`src/ckcfg_pkg.sv`:
```
// constants for the clock generator configuration register bank
// assumes a byte-wide register port driven by an smbus slave engine
package ckcfg_pkg;
    localparam logic [7:0] OFS_STOP_STATE = 8'h0b;
    localparam logic [7:0] OFS_PAIR01_Z = 8'h0c;
    localparam logic [7:0] OFS_PAIR23_Z = 8'h0d;
    localparam logic [7:0] OFS_GATE01_BIAS = 8'h0e;
    localparam logic [7:0] OFS_GATE23_BIAS = 8'h0f;
    localparam logic [7:0] OFS_POWER_BIAS = 8'h10;
    localparam logic [7:0] OFS_GATE_SENSE = 8'h12;
    localparam logic [7:0] OFS_POWER_SENSE = 8'h13;
    // field positions (low bit of each field)
    localparam int POS_STOP = 0;
    localparam int POS_Z_HI = 6;
    localparam int POS_Z_MID = 4;
    localparam int POS_Z_LO = 2;
    localparam int POS_PGOOD_BIAS = 0;
    localparam int POS_SENSE3 = 6;
    localparam int POS_SENSE2 = 5;
    localparam int POS_SENSE1 = 3;
    localparam int POS_SENSE0 = 1;
    localparam int POS_PD_SENSE = 0;
    // codes
    localparam logic [1:0] STOP_LOW_LOW = 2'h0;
    localparam logic [1:0] STOP_FLOAT = 2'h1;
    localparam logic [1:0] STOP_HIGH_LOW = 2'h2;
    localparam logic [1:0] STOP_LOW_HIGH = 2'h3;
    localparam logic [1:0] ZSEL_33 = 2'h0;
    localparam logic [1:0] ZSEL_85 = 2'h1;
    localparam logic [1:0] ZSEL_100 = 2'h2;
    localparam logic [1:0] ZSEL_RESERVED = 2'h3;
    localparam logic [1:0] BIAS_NONE = 2'h0;
    localparam logic [1:0] BIAS_DOWN = 2'h1;
    localparam logic [1:0] BIAS_UP = 2'h2;
    localparam logic [1:0] BIAS_BOTH = 2'h3;
    // values after reset
    localparam logic [1:0] RST_STOP = STOP_LOW_LOW;
    localparam logic [1:0] RST_ZSEL = ZSEL_100;
    localparam logic [1:0] RST_GATE_BIAS = BIAS_DOWN;
    localparam logic [1:0] RST_PGOOD_BIAS = BIAS_UP;
    localparam logic [3:0] RST_GATE_SENSE = 4'h0;
    localparam logic RST_PD_SENSE = 1'b0;
    // reserved bits 7:2 of the power pin bias byte read as their defaults
    localparam logic [5:0] RSVD_POWER_BIAS = 6'h09;
endpackage

```
`src/ckcfg_regs.sv`:
```
// configuration register bank and output-gate logic of a four-pair clock gen
// assumes the smbus engine and pll share clock_i; pins arrive asynchronously
`timescale 1ns/1ps
module ckcfg_regs (
    input wire logic clock_i,
    input wire logic nrst_i,
    input wire logic [7:0] reg_addr_i,
    input wire logic reg_wr_i,
    input wire logic [7:0] reg_wdata_i,
    output logic [7:0] reg_rdata_o,
    input wire logic keep_cfg_in_sleep_i,
    input wire logic [3:0] pair_gate_pin_i,
    input wire logic power_good_down_pin_i,
    input wire logic pll_clk_i,
    input wire logic aux_clk_i,
    input wire logic aux_enable_i,
    output logic [3:0] clock_pair_out_true_o,
    output logic [3:0] clock_pair_out_comp_o,
    output logic [3:0] clock_pair_out_oe_o,
    output logic aux_out_o,
    output logic aux_oe_o,
    output logic [1:0] pair0_zsel_o,
    output logic [1:0] pair1_zsel_o,
    output logic [1:0] pair2_zsel_o,
    output logic [1:0] pair3_zsel_o,
    output logic [1:0] gate0_bias_sel_o,
    output logic [1:0] gate1_bias_sel_o,
    output logic [1:0] gate2_bias_sel_o,
    output logic [1:0] gate3_bias_sel_o,
    output logic [1:0] pgood_pin_bias_sel_o,
    output logic power_down_o
);
    import ckcfg_pkg::*;

    logic [1:0] disable_level_sel, next_disable_level_sel;
    logic [1:0] zsel [4];
    logic [1:0] next_zsel [4];
    logic [1:0] bias [4];
    logic [1:0] next_bias [4];
    logic [1:0] pgood_bias, next_pgood_bias;
    logic [3:0] gate_sense, next_gate_sense;
    logic pd_sense, next_pd_sense;
    logic [7:0] rdata, next_rdata;
    logic [3:0] gate_meta, gate_sync;
    logic pd_meta, pd_sync;
    logic [3:0] pair_run, next_pair_run;
    logic [3:0] run_req;
    logic pd_active;
    logic wipe;
    logic [2:0] stop_levels;

    // two-flop synchronisers for the pins
    always_ff @(posedge clock_i or negedge nrst_i) begin
        if (!nrst_i) begin
            gate_meta <= 4'h0;
            gate_sync <= 4'h0;
            pd_meta <= 1'b0;
            pd_sync <= 1'b0;
        end else begin
            gate_meta <= pair_gate_pin_i;
            gate_sync <= gate_meta;
            pd_meta <= power_good_down_pin_i;
            pd_sync <= pd_meta;
        end
    end

    assign pd_active = (pd_sync == pd_sense);
    assign wipe = pd_active && !keep_cfg_in_sleep_i;
    assign power_down_o = pd_active;

    // keeps old code when the reserved impedance is written
    function automatic logic [1:0] zpick(logic [1:0] old, logic [1:0] nw);
        zpick = (nw == ZSEL_RESERVED) ? old : nw;
    endfunction

    always_comb begin
        next_disable_level_sel = disable_level_sel;
        next_zsel = zsel;
        next_bias = bias;
        next_pgood_bias = pgood_bias;
        next_gate_sense = gate_sense;
        next_pd_sense = pd_sense;
        if (wipe) begin
            // defaults win over a write landing during power-down while keep_cfg_in_sleep_i is low
            next_disable_level_sel = RST_STOP;
            for (int i = 0; i < 4; i++) begin
                next_zsel[i] = RST_ZSEL;
                next_bias[i] = RST_GATE_BIAS;
            end
            next_pgood_bias = RST_PGOOD_BIAS;
            next_gate_sense = RST_GATE_SENSE;
            next_pd_sense = RST_PD_SENSE;
        end else if (reg_wr_i) begin
            unique case (reg_addr_i)
                OFS_STOP_STATE:
                    next_disable_level_sel = reg_wdata_i[POS_STOP +: 2];
                OFS_PAIR01_Z: begin
                    next_zsel[1] = zpick(zsel[1], reg_wdata_i[POS_Z_HI +: 2]);
                    next_zsel[0] = zpick(zsel[0], reg_wdata_i[POS_Z_LO +: 2]);
                end
                OFS_PAIR23_Z: begin
                    next_zsel[3] = zpick(zsel[3], reg_wdata_i[POS_Z_MID +: 2]);
                    next_zsel[2] = zpick(zsel[2], reg_wdata_i[POS_Z_LO +: 2]);
                end
                OFS_GATE01_BIAS: begin
                    next_bias[1] = reg_wdata_i[POS_Z_HI +: 2];
                    next_bias[0] = reg_wdata_i[POS_Z_LO +: 2];
                end
                OFS_GATE23_BIAS: begin
                    next_bias[3] = reg_wdata_i[POS_Z_MID +: 2];
                    next_bias[2] = reg_wdata_i[POS_Z_LO +: 2];
                end
                OFS_POWER_BIAS:
                    next_pgood_bias = reg_wdata_i[POS_PGOOD_BIAS +: 2];
                OFS_GATE_SENSE: begin
                    next_gate_sense[3] = reg_wdata_i[POS_SENSE3];
                    next_gate_sense[2] = reg_wdata_i[POS_SENSE2];
                    next_gate_sense[1] = reg_wdata_i[POS_SENSE1];
                    next_gate_sense[0] = reg_wdata_i[POS_SENSE0];
                end
                OFS_POWER_SENSE:
                    next_pd_sense = reg_wdata_i[POS_PD_SENSE];
                default: ;
            endcase
        end
    end

    // read data, one cycle after the address; reserved bits read zero, except power pin bias bits 7:2, which read RSVD_POWER_BIAS
    always_comb begin
        next_rdata = 8'h00;
        unique case (reg_addr_i)
            OFS_STOP_STATE: next_rdata[POS_STOP +: 2] = disable_level_sel;
            OFS_PAIR01_Z: begin
                next_rdata[POS_Z_HI +: 2] = zsel[1];
                next_rdata[POS_Z_LO +: 2] = zsel[0];
            end
            OFS_PAIR23_Z: begin
                next_rdata[POS_Z_MID +: 2] = zsel[3];
                next_rdata[POS_Z_LO +: 2] = zsel[2];
            end
            OFS_GATE01_BIAS: begin
                next_rdata[POS_Z_HI +: 2] = bias[1];
                next_rdata[POS_Z_LO +: 2] = bias[0];
            end
            OFS_GATE23_BIAS: begin
                next_rdata[POS_Z_MID +: 2] = bias[3];
                next_rdata[POS_Z_LO +: 2] = bias[2];
            end
            OFS_POWER_BIAS:
                next_rdata = {RSVD_POWER_BIAS, pgood_bias};
            OFS_GATE_SENSE: begin
                next_rdata[POS_SENSE3] = gate_sense[3];
                next_rdata[POS_SENSE2] = gate_sense[2];
                next_rdata[POS_SENSE1] = gate_sense[1];
                next_rdata[POS_SENSE0] = gate_sense[0];
            end
            OFS_POWER_SENSE: next_rdata[POS_PD_SENSE] = pd_sense;
            default: ;
        endcase
    end

    // pair gating: the run state moves only while the pll clock is low,
    // so neither a runt high pulse nor a truncated one reaches the pair
    always_comb begin
        for (int i = 0; i < 4; i++) begin
            run_req[i] = (gate_sync[i] == gate_sense[i]) && !pd_active;
        end
        next_pair_run = pll_clk_i ? pair_run : run_req;
    end

    always_ff @(posedge clock_i or negedge nrst_i) begin
        if (!nrst_i) begin
            disable_level_sel <= RST_STOP;
            for (int i = 0; i < 4; i++) begin
                zsel[i] <= RST_ZSEL;
                bias[i] <= RST_GATE_BIAS;
            end
            pgood_bias <= RST_PGOOD_BIAS;
            gate_sense <= RST_GATE_SENSE;
            pd_sense <= RST_PD_SENSE;
            rdata <= 8'h00;
            pair_run <= 4'h0;
        end else begin
            disable_level_sel <= next_disable_level_sel;
            zsel <= next_zsel;
            bias <= next_bias;
            pgood_bias <= next_pgood_bias;
            gate_sense <= next_gate_sense;
            pd_sense <= next_pd_sense;
            rdata <= next_rdata;
            pair_run <= next_pair_run;
        end
    end

    // stop levels: true, complement, drive enable
    function automatic logic [2:0] stop_lv(logic [1:0] code);
        unique case (code)
            STOP_LOW_LOW: stop_lv = 3'b001;
            STOP_FLOAT: stop_lv = 3'b000;
            STOP_HIGH_LOW: stop_lv = 3'b101;
            STOP_LOW_HIGH: stop_lv = 3'b011;
        endcase
    endfunction

    assign stop_levels = stop_lv(disable_level_sel);

    // the clock itself passes without a flop, so pair outputs follow pll_clk_i and aux_out_o follows aux_clk_i
    always_comb begin
        for (int i = 0; i < 4; i++) begin
            if (pair_run[i]) begin
                clock_pair_out_true_o[i] = pll_clk_i;
                clock_pair_out_comp_o[i] = !pll_clk_i;
                clock_pair_out_oe_o[i] = 1'b1;
            end else begin
                {clock_pair_out_true_o[i], clock_pair_out_comp_o[i],
                    clock_pair_out_oe_o[i]} = stop_levels;
            end
        end
        if (aux_enable_i) begin
            aux_out_o = aux_clk_i;
            aux_oe_o = 1'b1;
        end else begin
            // single-ended aux rests at the complement level: 10 low, 11 high
            aux_out_o = stop_levels[1];
            aux_oe_o = stop_levels[0];
        end
    end

    assign reg_rdata_o = rdata;
    assign pair0_zsel_o = zsel[0];
    assign pair1_zsel_o = zsel[1];
    assign pair2_zsel_o = zsel[2];
    assign pair3_zsel_o = zsel[3];
    assign gate0_bias_sel_o = bias[0];
    assign gate1_bias_sel_o = bias[1];
    assign gate2_bias_sel_o = bias[2];
    assign gate3_bias_sel_o = bias[3];
    assign pgood_pin_bias_sel_o = pgood_bias;
endmodule

```
`config.mk`:
```
export PLATFORM = sky130hd
export DESIGN_NAME = ckcfg_regs
export DESIGN_NICKNAME = d
export VERILOG_FILES = /design/src/ckcfg_pkg.sv /design/src/ckcfg_regs.sv
export SDC_FILE = /design/constraint.sdc
export NUM_CORES = 1
export LEC_CHECK = 0
export BUFFER_PORTS_ARGS = -buffer_cell sky130_fd_sc_hd__buf_4
export CORE_ASPECT_RATIO = 1.25
export CORE_MARGIN = 2
export CORE_UTILIZATION = 40
export CTS_BUF_LIST = sky130_fd_sc_hd__clkbuf_16
export DETAILED_ROUTE_END_ITERATION = 7
export GPL_TIMING_DRIVEN = 0
export PLACE_DENSITY = 0.75
export SYNTH_ARGS = -nofsm -noshare
export SYNTH_HDL_FRONTEND = slang
export SYNTH_SLANG_ARGS = --single-unit
export TNS_END_PERCENT = 30
```
`constraint.sdc`:
```
create_clock -name clock_i -period 3.4 [get_ports clock_i]
set_input_delay 0.17 -clock clock_i [delete_from_list [all_inputs] [get_ports clock_i]]
set_output_delay 0.17 -clock clock_i [all_outputs]
set_load 0.03 [all_outputs]
```
==> qor.csv, run 1 <==
metric,value,unit
tightest_slew,0.897,ns
crit_arrival,1.61,ns
synth_seq_area_share,51.1,%
io_buffer_count,65,
rows,31,
ir_worst_vdd,0.000197,V
synth_edf_count,0,
drt_drc_violations_left,0,
cap_violations,0,
antenna_found_initial,0,
setup_viol,0,
ant_nets,0,
wl,6150,um
intPower,908,uW
rsz0062_at_grt,false,
endpoint_kind,output port,
dr.pass1.iters,4,
post_cts_resized,0,
numCtsBuffers,5,
diodes,0,
die-area,0.00644,mm^2
async_reset_ff_share,100,%
syn2layout_area_growth,33.7,%
yosysWarnings,0,
synth_seq_cells,47,
fin_util,54.5,%
whs_path_depth,3,
cp_max_fo,10,
power_frac_seq,47.1,%
powerDensity,396,mW/mm^2
finClkSkew,0.00611,ns
crit_required,3.23,ns
fin_crit,1.78,ns
p_switching,320,uW
post-place-ws,1.67,ns
final_layout_size_suffix_gt1_share,32.5,%
gp_congestion,0.815,
status,completed,
grt_pass1_vias,1946,
die_h,89.2,um
clockPowerShare,41.2,%
dieWidth,72.2,um
cts.clk_slew.worst_paths,0.07,ns
h-tree-depth,2,
cts_root_buf,clkbuf_16,
drt_iter0_drc,176,
grt_util_all_layers,19.8,%
cp-start-kind,flip-flop,
synth-main-ff-cell,dfrtp_1,
place_hpwl,4480,um
clock-sinks,47,
layout_common_cells,"buf_4 (65), dfrtp_1 (38), o21ai_0 (32)",
viasPerCell,5.70,
clock.fmax,563,MHz
start_util,40.8,%
maxSlewHeadroom,39.6,%
grt_pass1_wl,9710,um
cts_tree,done,
hold_viol_final,0,
avgSynthCellArea,10.8,um^2
reg2reg_depth,5,
hold_class,input port to flip-flop,
synth_top_area_share,40.9,%
setup_slack,1.62,ns
fin_crit_sh,52.2,%
num_vias,2056,
overflow,0,
grt_max_degree,48,
core,0.00570,mm^2
synth_area,0.00232,mm^2
synth_area_leaders,"dfrtp_1 (41%), dfstp_2 (10%), mux2i_1 (9.9%)",
wl_per_cell,17.0,um
netlist_instances,216,
insertion_delay,0.29,ns
pin_count,69,
critical_path_class,flip-flop to output port,
slew_viol_final,0,
final_common_cell,buf_4,
p_leak,1.41,nW
yosys.area.top_type,dfrtp_1,
synth_nets,244,
layout.nets,322,
yosysUniqueCellTypes,46,
combPwrFrac,11.7,%
clk_path_buf_depth,2,
tns,0,ns
swShare,26.1,%
cell usage after synthesis, drive strengths merged (2+ instances only):
| library cell | number |
|---|---|
| nor3b | 2 |
| nor3 | 5 |
| a21oi | 5 |
| nand3b | 3 |
| clkbuf | 10 |
| mux2i | 23 |
| xor2 | 5 |
| nand4 | 6 |
| buf | 4 |
| nand2b | 9 |
| nor4 | 5 |
| or3 | 3 |
| nor2b | 7 |
| nand3 | 6 |
| dfstp | 9 |
| o2bb2ai | 2 |
| dfrtp | 38 |
| o221a | 4 |
| nand2 | 11 |
| o21ai | 32 |
| a41oi | 4 |
| inv | 4 |
logic make-up (layout without fill, tap and decap cells):
kind of cell           Yosys count  in the layout  synth area share, %
AO/OA/AOI/OAI                   54             54                 14.6
XOR/XNOR                         5              5                 1.88
multiplexers                    25             25                 11.4
buffers and inverters           19             98                 3.50
AND/OR/NAND/NOR                 66             66                 17.5
flip-flops                      47             47                 51.1
metrics by stage:
stage	instances	power [mW]	area (um^2)	hold WS, ns
after floorplan	216	0.658	2320	-0.126
after global placement	347	0.724	2890	0.209
after detailed placement	347	0.726	2890	0.209
after CTS	361	1.24	3110	0.128
after global routing	361	1.28	3110	0.145
final	361	1.23	3110	0.134
per-layer routing:
| layer | routed length (um) | GRT usage (%) | vias up |
|---|---|---|---|
| met5 | 0 | 0 | - |
| met4 | 167 | 9.78 | 0 |
| met3 | 325 | 3.72 | 16 |
| met2 | 3160 | 32.1 | 72 |
| met1 | 2500 | 25.4 | 1013 |
| li1 | - | - | 955 |
flip-flops by register name, indices dropped and copies added, names as in the netlist, 4 cells and up:
name and cells:
gate_meta 4, gate_sense 4, gate_sync 4, pair_run 4, reg_rdata_o 8
cell type report:
class | count | area, um^2
clock inverter | 3 | 26.3
buffer | 14 | 62.6
timing repair buffer | 71 | 548
clock buffer | 5 | 125
fill | 500 | 2600
tap | 66 | 82.6
sequential | 47 | 1190
inverter | 5 | 18.8
multi-input combinational | 150 | 1050
worst max-delay path, cell delays in order (launching register included):
cell	delay [ns]
dfrtp_1	0.41
xor2_1	0.18
buf_2	0.26
clkinv_1	0.23
buf_4	0.23
repair_timing:
action,in CTS,in global routing
hold buffers,6,0
buffers inserted,0,0
endpoints found under the hold margin,43,0
path summary, 6_finish.rpt:
path / from / endpoint / slack, ns
min reg2reg: gate_meta[3] / gate_sync[3] / 0.35
max reg2reg: pd_sense / pair1_zsel_o[0] / 1.65
min: reg_wdata_i[1] / pgood_pin_bias_sel_o[1] / 0.13
max: pd_sense / power_down_o / 1.62
min in group asynchronous: nrst_i / pair1_zsel_o[0] / 0.42
max in group asynchronous: nrst_i / gate_sense[1] / 2.58
power groups by stage:
stage	Clock [mW]	Combinational (mW)	Sequential (mW)
floorplan	0	0.0681	0.590
global placement	0	0.136	0.588
detailed placement	0	0.137	0.589
CTS	0.514	0.144	0.579
global route	0.539	0.157	0.580
finish	0.506	0.144	0.579
(Power assumes the default switching activity.)
==> run 2, diff against run 1 <==
--- a/config.mk
+++ b/config.mk
@@ -5,6 +5,7 @@
 export SDC_FILE = /design/constraint.sdc
 export NUM_CORES = 1
 export LEC_CHECK = 0
+export ABC_AREA = 1
 export BUFFER_PORTS_ARGS = -buffer_cell sky130_fd_sc_hd__buf_4
 export CORE_ASPECT_RATIO = 1.25
 export CORE_MARGIN = 2
@@ -12,7 +13,7 @@
 export CTS_BUF_LIST = sky130_fd_sc_hd__clkbuf_16
 export DETAILED_ROUTE_END_ITERATION = 7
 export GPL_TIMING_DRIVEN = 0
-export PLACE_DENSITY = 0.75
+export PLACE_DENSITY = 0.76
 export SYNTH_ARGS = -nofsm -noshare
 export SYNTH_HDL_FRONTEND = slang
 export SYNTH_SLANG_ARGS = --single-unit
==> constraint.sdc (replaced) <==
create_clock -name clock_i -period 1.65 [get_ports clock_i]
set_input_delay 0.0825 -clock clock_i [delete_from_list [all_inputs] [get_ports clock_i]]
set_output_delay 0.0825 -clock clock_i [all_outputs]
set_load 0.03 [all_outputs]
==> qor.csv, run 2 <==
metric,value,unit
status,completed,
clock-sinks,47,
grt_pass1_wl,9240,um
setup_viol,0,
grt_util_all_layers,19.0,%
cts_setup_buffers,0,
maxSlewHeadroom,61.3,%
final_layout_size_suffix_gt1_share,29.8,%
cts_root_buf,clkbuf_16,
cts_tree,done,
viasPerCell,5.16,
synth_seq_cells,47,
grt_pass1_vias,1949,
synth-simple-area-share,30.8,%
powerDensity,903,mW/mm^2
wl,5650,um
rows,30,
muxShareOfSynthArea,0,%
layout.nets,386,
synth_area_leaders,"dfrtp_1 (42%), nand2_1 (13%), dfstp_2 (10%)",
start_util,41.6,%
rsz0062_at_grt,false,
layout_common_cells,"nand2_1 (79), buf_4 (68), nand3_1 (44)",
core,0.00548,mm^2
async_reset_ff_share,100,%
final_common_cell,nand2_1,
post_cts_resized,0,
diodes,0,
tns,0,ns
synth_top_area_share,41.7,%
finalNonFillerCells,423,
overflow,0,
p_leak,1.62,nW
avgSynthCellArea,8.20,um^2
h-tree-depth,2,
synth-main-ff-cell,dfrtp_1,
clock.fmax,725,MHz
yosys.area.top_type,dfrtp_1,
wl_per_cell,13.4,um
place_hpwl,4260,um
crit_required,1.86,ns
place_area,0.00286,mm^2
multi_input_area,923,um^2
num_vias,2181,
yosysMostFrequentCell,nand2_1,
netlist_instances,278,
ant_nets,0,
synth_edf_count,0,
hold_viol_final,0,
numCtsBuffers,5,
gp_congestion,0.867,
crit_arrival,1.59,ns
yosys-top-cells-count,"nand2_1 (79), nand3_1 (44), dfrtp_1 (38)",
pin_count,69,
fin_crit_sh,83.6,%
synth_nets,306,
die-area,0.00633,mm^2
antenna_found_initial,0,
io_buffer_count,67,
synth_compound_area_share,8.17,%
insertion_delay,0.29,ns
cap_violations,0,
slew_viol_final,0,
cts.clk_slew.worst_paths,0.06,ns
cp_max_fo,10,
clk_path_buf_depth,2,
cp-start-kind,flip-flop,
grt_max_degree,48,
seqCellArea,0.00119,mm^2
hold_class,input port to flip-flop,
largest_reg_flops,8,
tightest_slew,0.581,ns
endpoint_kind,flip-flop,
fin_crit,1.38,ns
drt_iter0_drc,135,
synth_top_family_by_area,simple AND/OR/NAND/NOR gates,
syn2layout_area_growth,34.5,%
drt_drc_violations_left,0,
synth_area,0.00228,mm^2
die_h,88.4,um
ir_worst_vdd,0.000413,V
synthXorXnorAreaFrac,1.54,%
numPlacedInstances,409,
final_area,0.00307,mm^2
yosysUniqueCellTypes,24,
finClkSkew,0.00360,ns
nFillCells,513,
critical_path_class,flip-flop to flip-flop,
yosys.area_share.adder,0,%
dr.pass1.iters,4,
synth_seq_area_share,52.1,%
dieWidth,71.5,um
yosysWarnings,0,
run 2: cell count changes after synthesis, moves of 11 or more:
cell	change
nand2_1	+68
nand3_1	+38
inv_1	+27
mux2i_1	-23
o21ai_0	-13
nor2_1	+11
run 2: power by group:
group          total, mW  internal, mW  switching (mW)
Sequential          1.29          1.24          0.0520
Clock              0.989         0.561           0.428
Combinational      0.490         0.184           0.306
Total               2.77          1.99           0.786
run 2: layer usage:
layer / global-route usage (%) / vias to the layer above / part of all wire (%)
met4: 7.03 / 0 / 1.6
met3: 3.42 / 7 / 6.6
met1: 23.6 / 1032 / 40
met2: 33.1 / 78 / 52
li1: - / 1064 / -
met5: 0 / - / 0
run 2: worst max-delay path: stages (launching register included):
cell	delay (ns)
dfrtp_1	0.41
inv_1	0.06
nand2_1	0.06
nand3b_1	0.13
buf_2	0.25
inv_1	0.12
o21ai_0	0.18
nand2_1	0.09
run 2: cell type report:
type / count / area share (%)
plain buffers: 7 / 1.63
flip-flops and latches: 47 / 38.7
clock buffers: 5 / 4.08
clock inverters: 3 / 0.612
inverters: 32 / 3.92
multi-input cells: 192 / 30.1
well taps: 64 / 2.61
repair buffers: 73 / 18.4
run 2: worst paths after layout:
check / startpoint / endpoint / slack (ns) / cells after the start
max in group asynchronous: nrst_i / gate_meta[2] / 0.91 / 2
min: reg_wdata_i[4] / pair3_zsel_o[0] / 0.02 / 3
min in group asynchronous: nrst_i / pair2_zsel_o[0] / 0.34 / 2
max: pd_sense / gate1_bias_sel_o[0] / 0.27 / 7
max reg2reg: pd_sense / gate1_bias_sel_o[0] / 0.27 / 7
min reg2reg: gate_meta[2] / gate_sync[2] / 0.35 / 0
run 2: what timing repair did:
action                                  in CTS  in global routing
endpoints found under the setup margin       0                  0
endpoints found under the hold margin       43                  0
hold buffers                                 6                  0
run 2: kinds of logic (layout without fill, tap and decap cells):
logic type | after synthesis | in the layout
and+or+nand+nor | 154 | 154
buffers and inverters | 39 | 120
DFF | 47 | 47
xor gates and xnor gates | 4 | 4
AOI/OAI and AO/OA | 34 | 34
run 2: metrics by stage:
step | hold WS (ns) | total power, mW | setup slack, ns | utilization [%]
floorplan | -0.213 | 1.57 | 0.358 | -
global placement | 0.122 | 1.78 | 0.370 | 52.3
detailed placement | 0.117 | 1.79 | 0.328 | 52.3
CTS | 0.0115 | 2.79 | 0.272 | 56.0
global route | 0.0371 | 2.89 | 0.147 | 56.0
finish | 0.0162 | 2.77 | 0.270 | 56.0
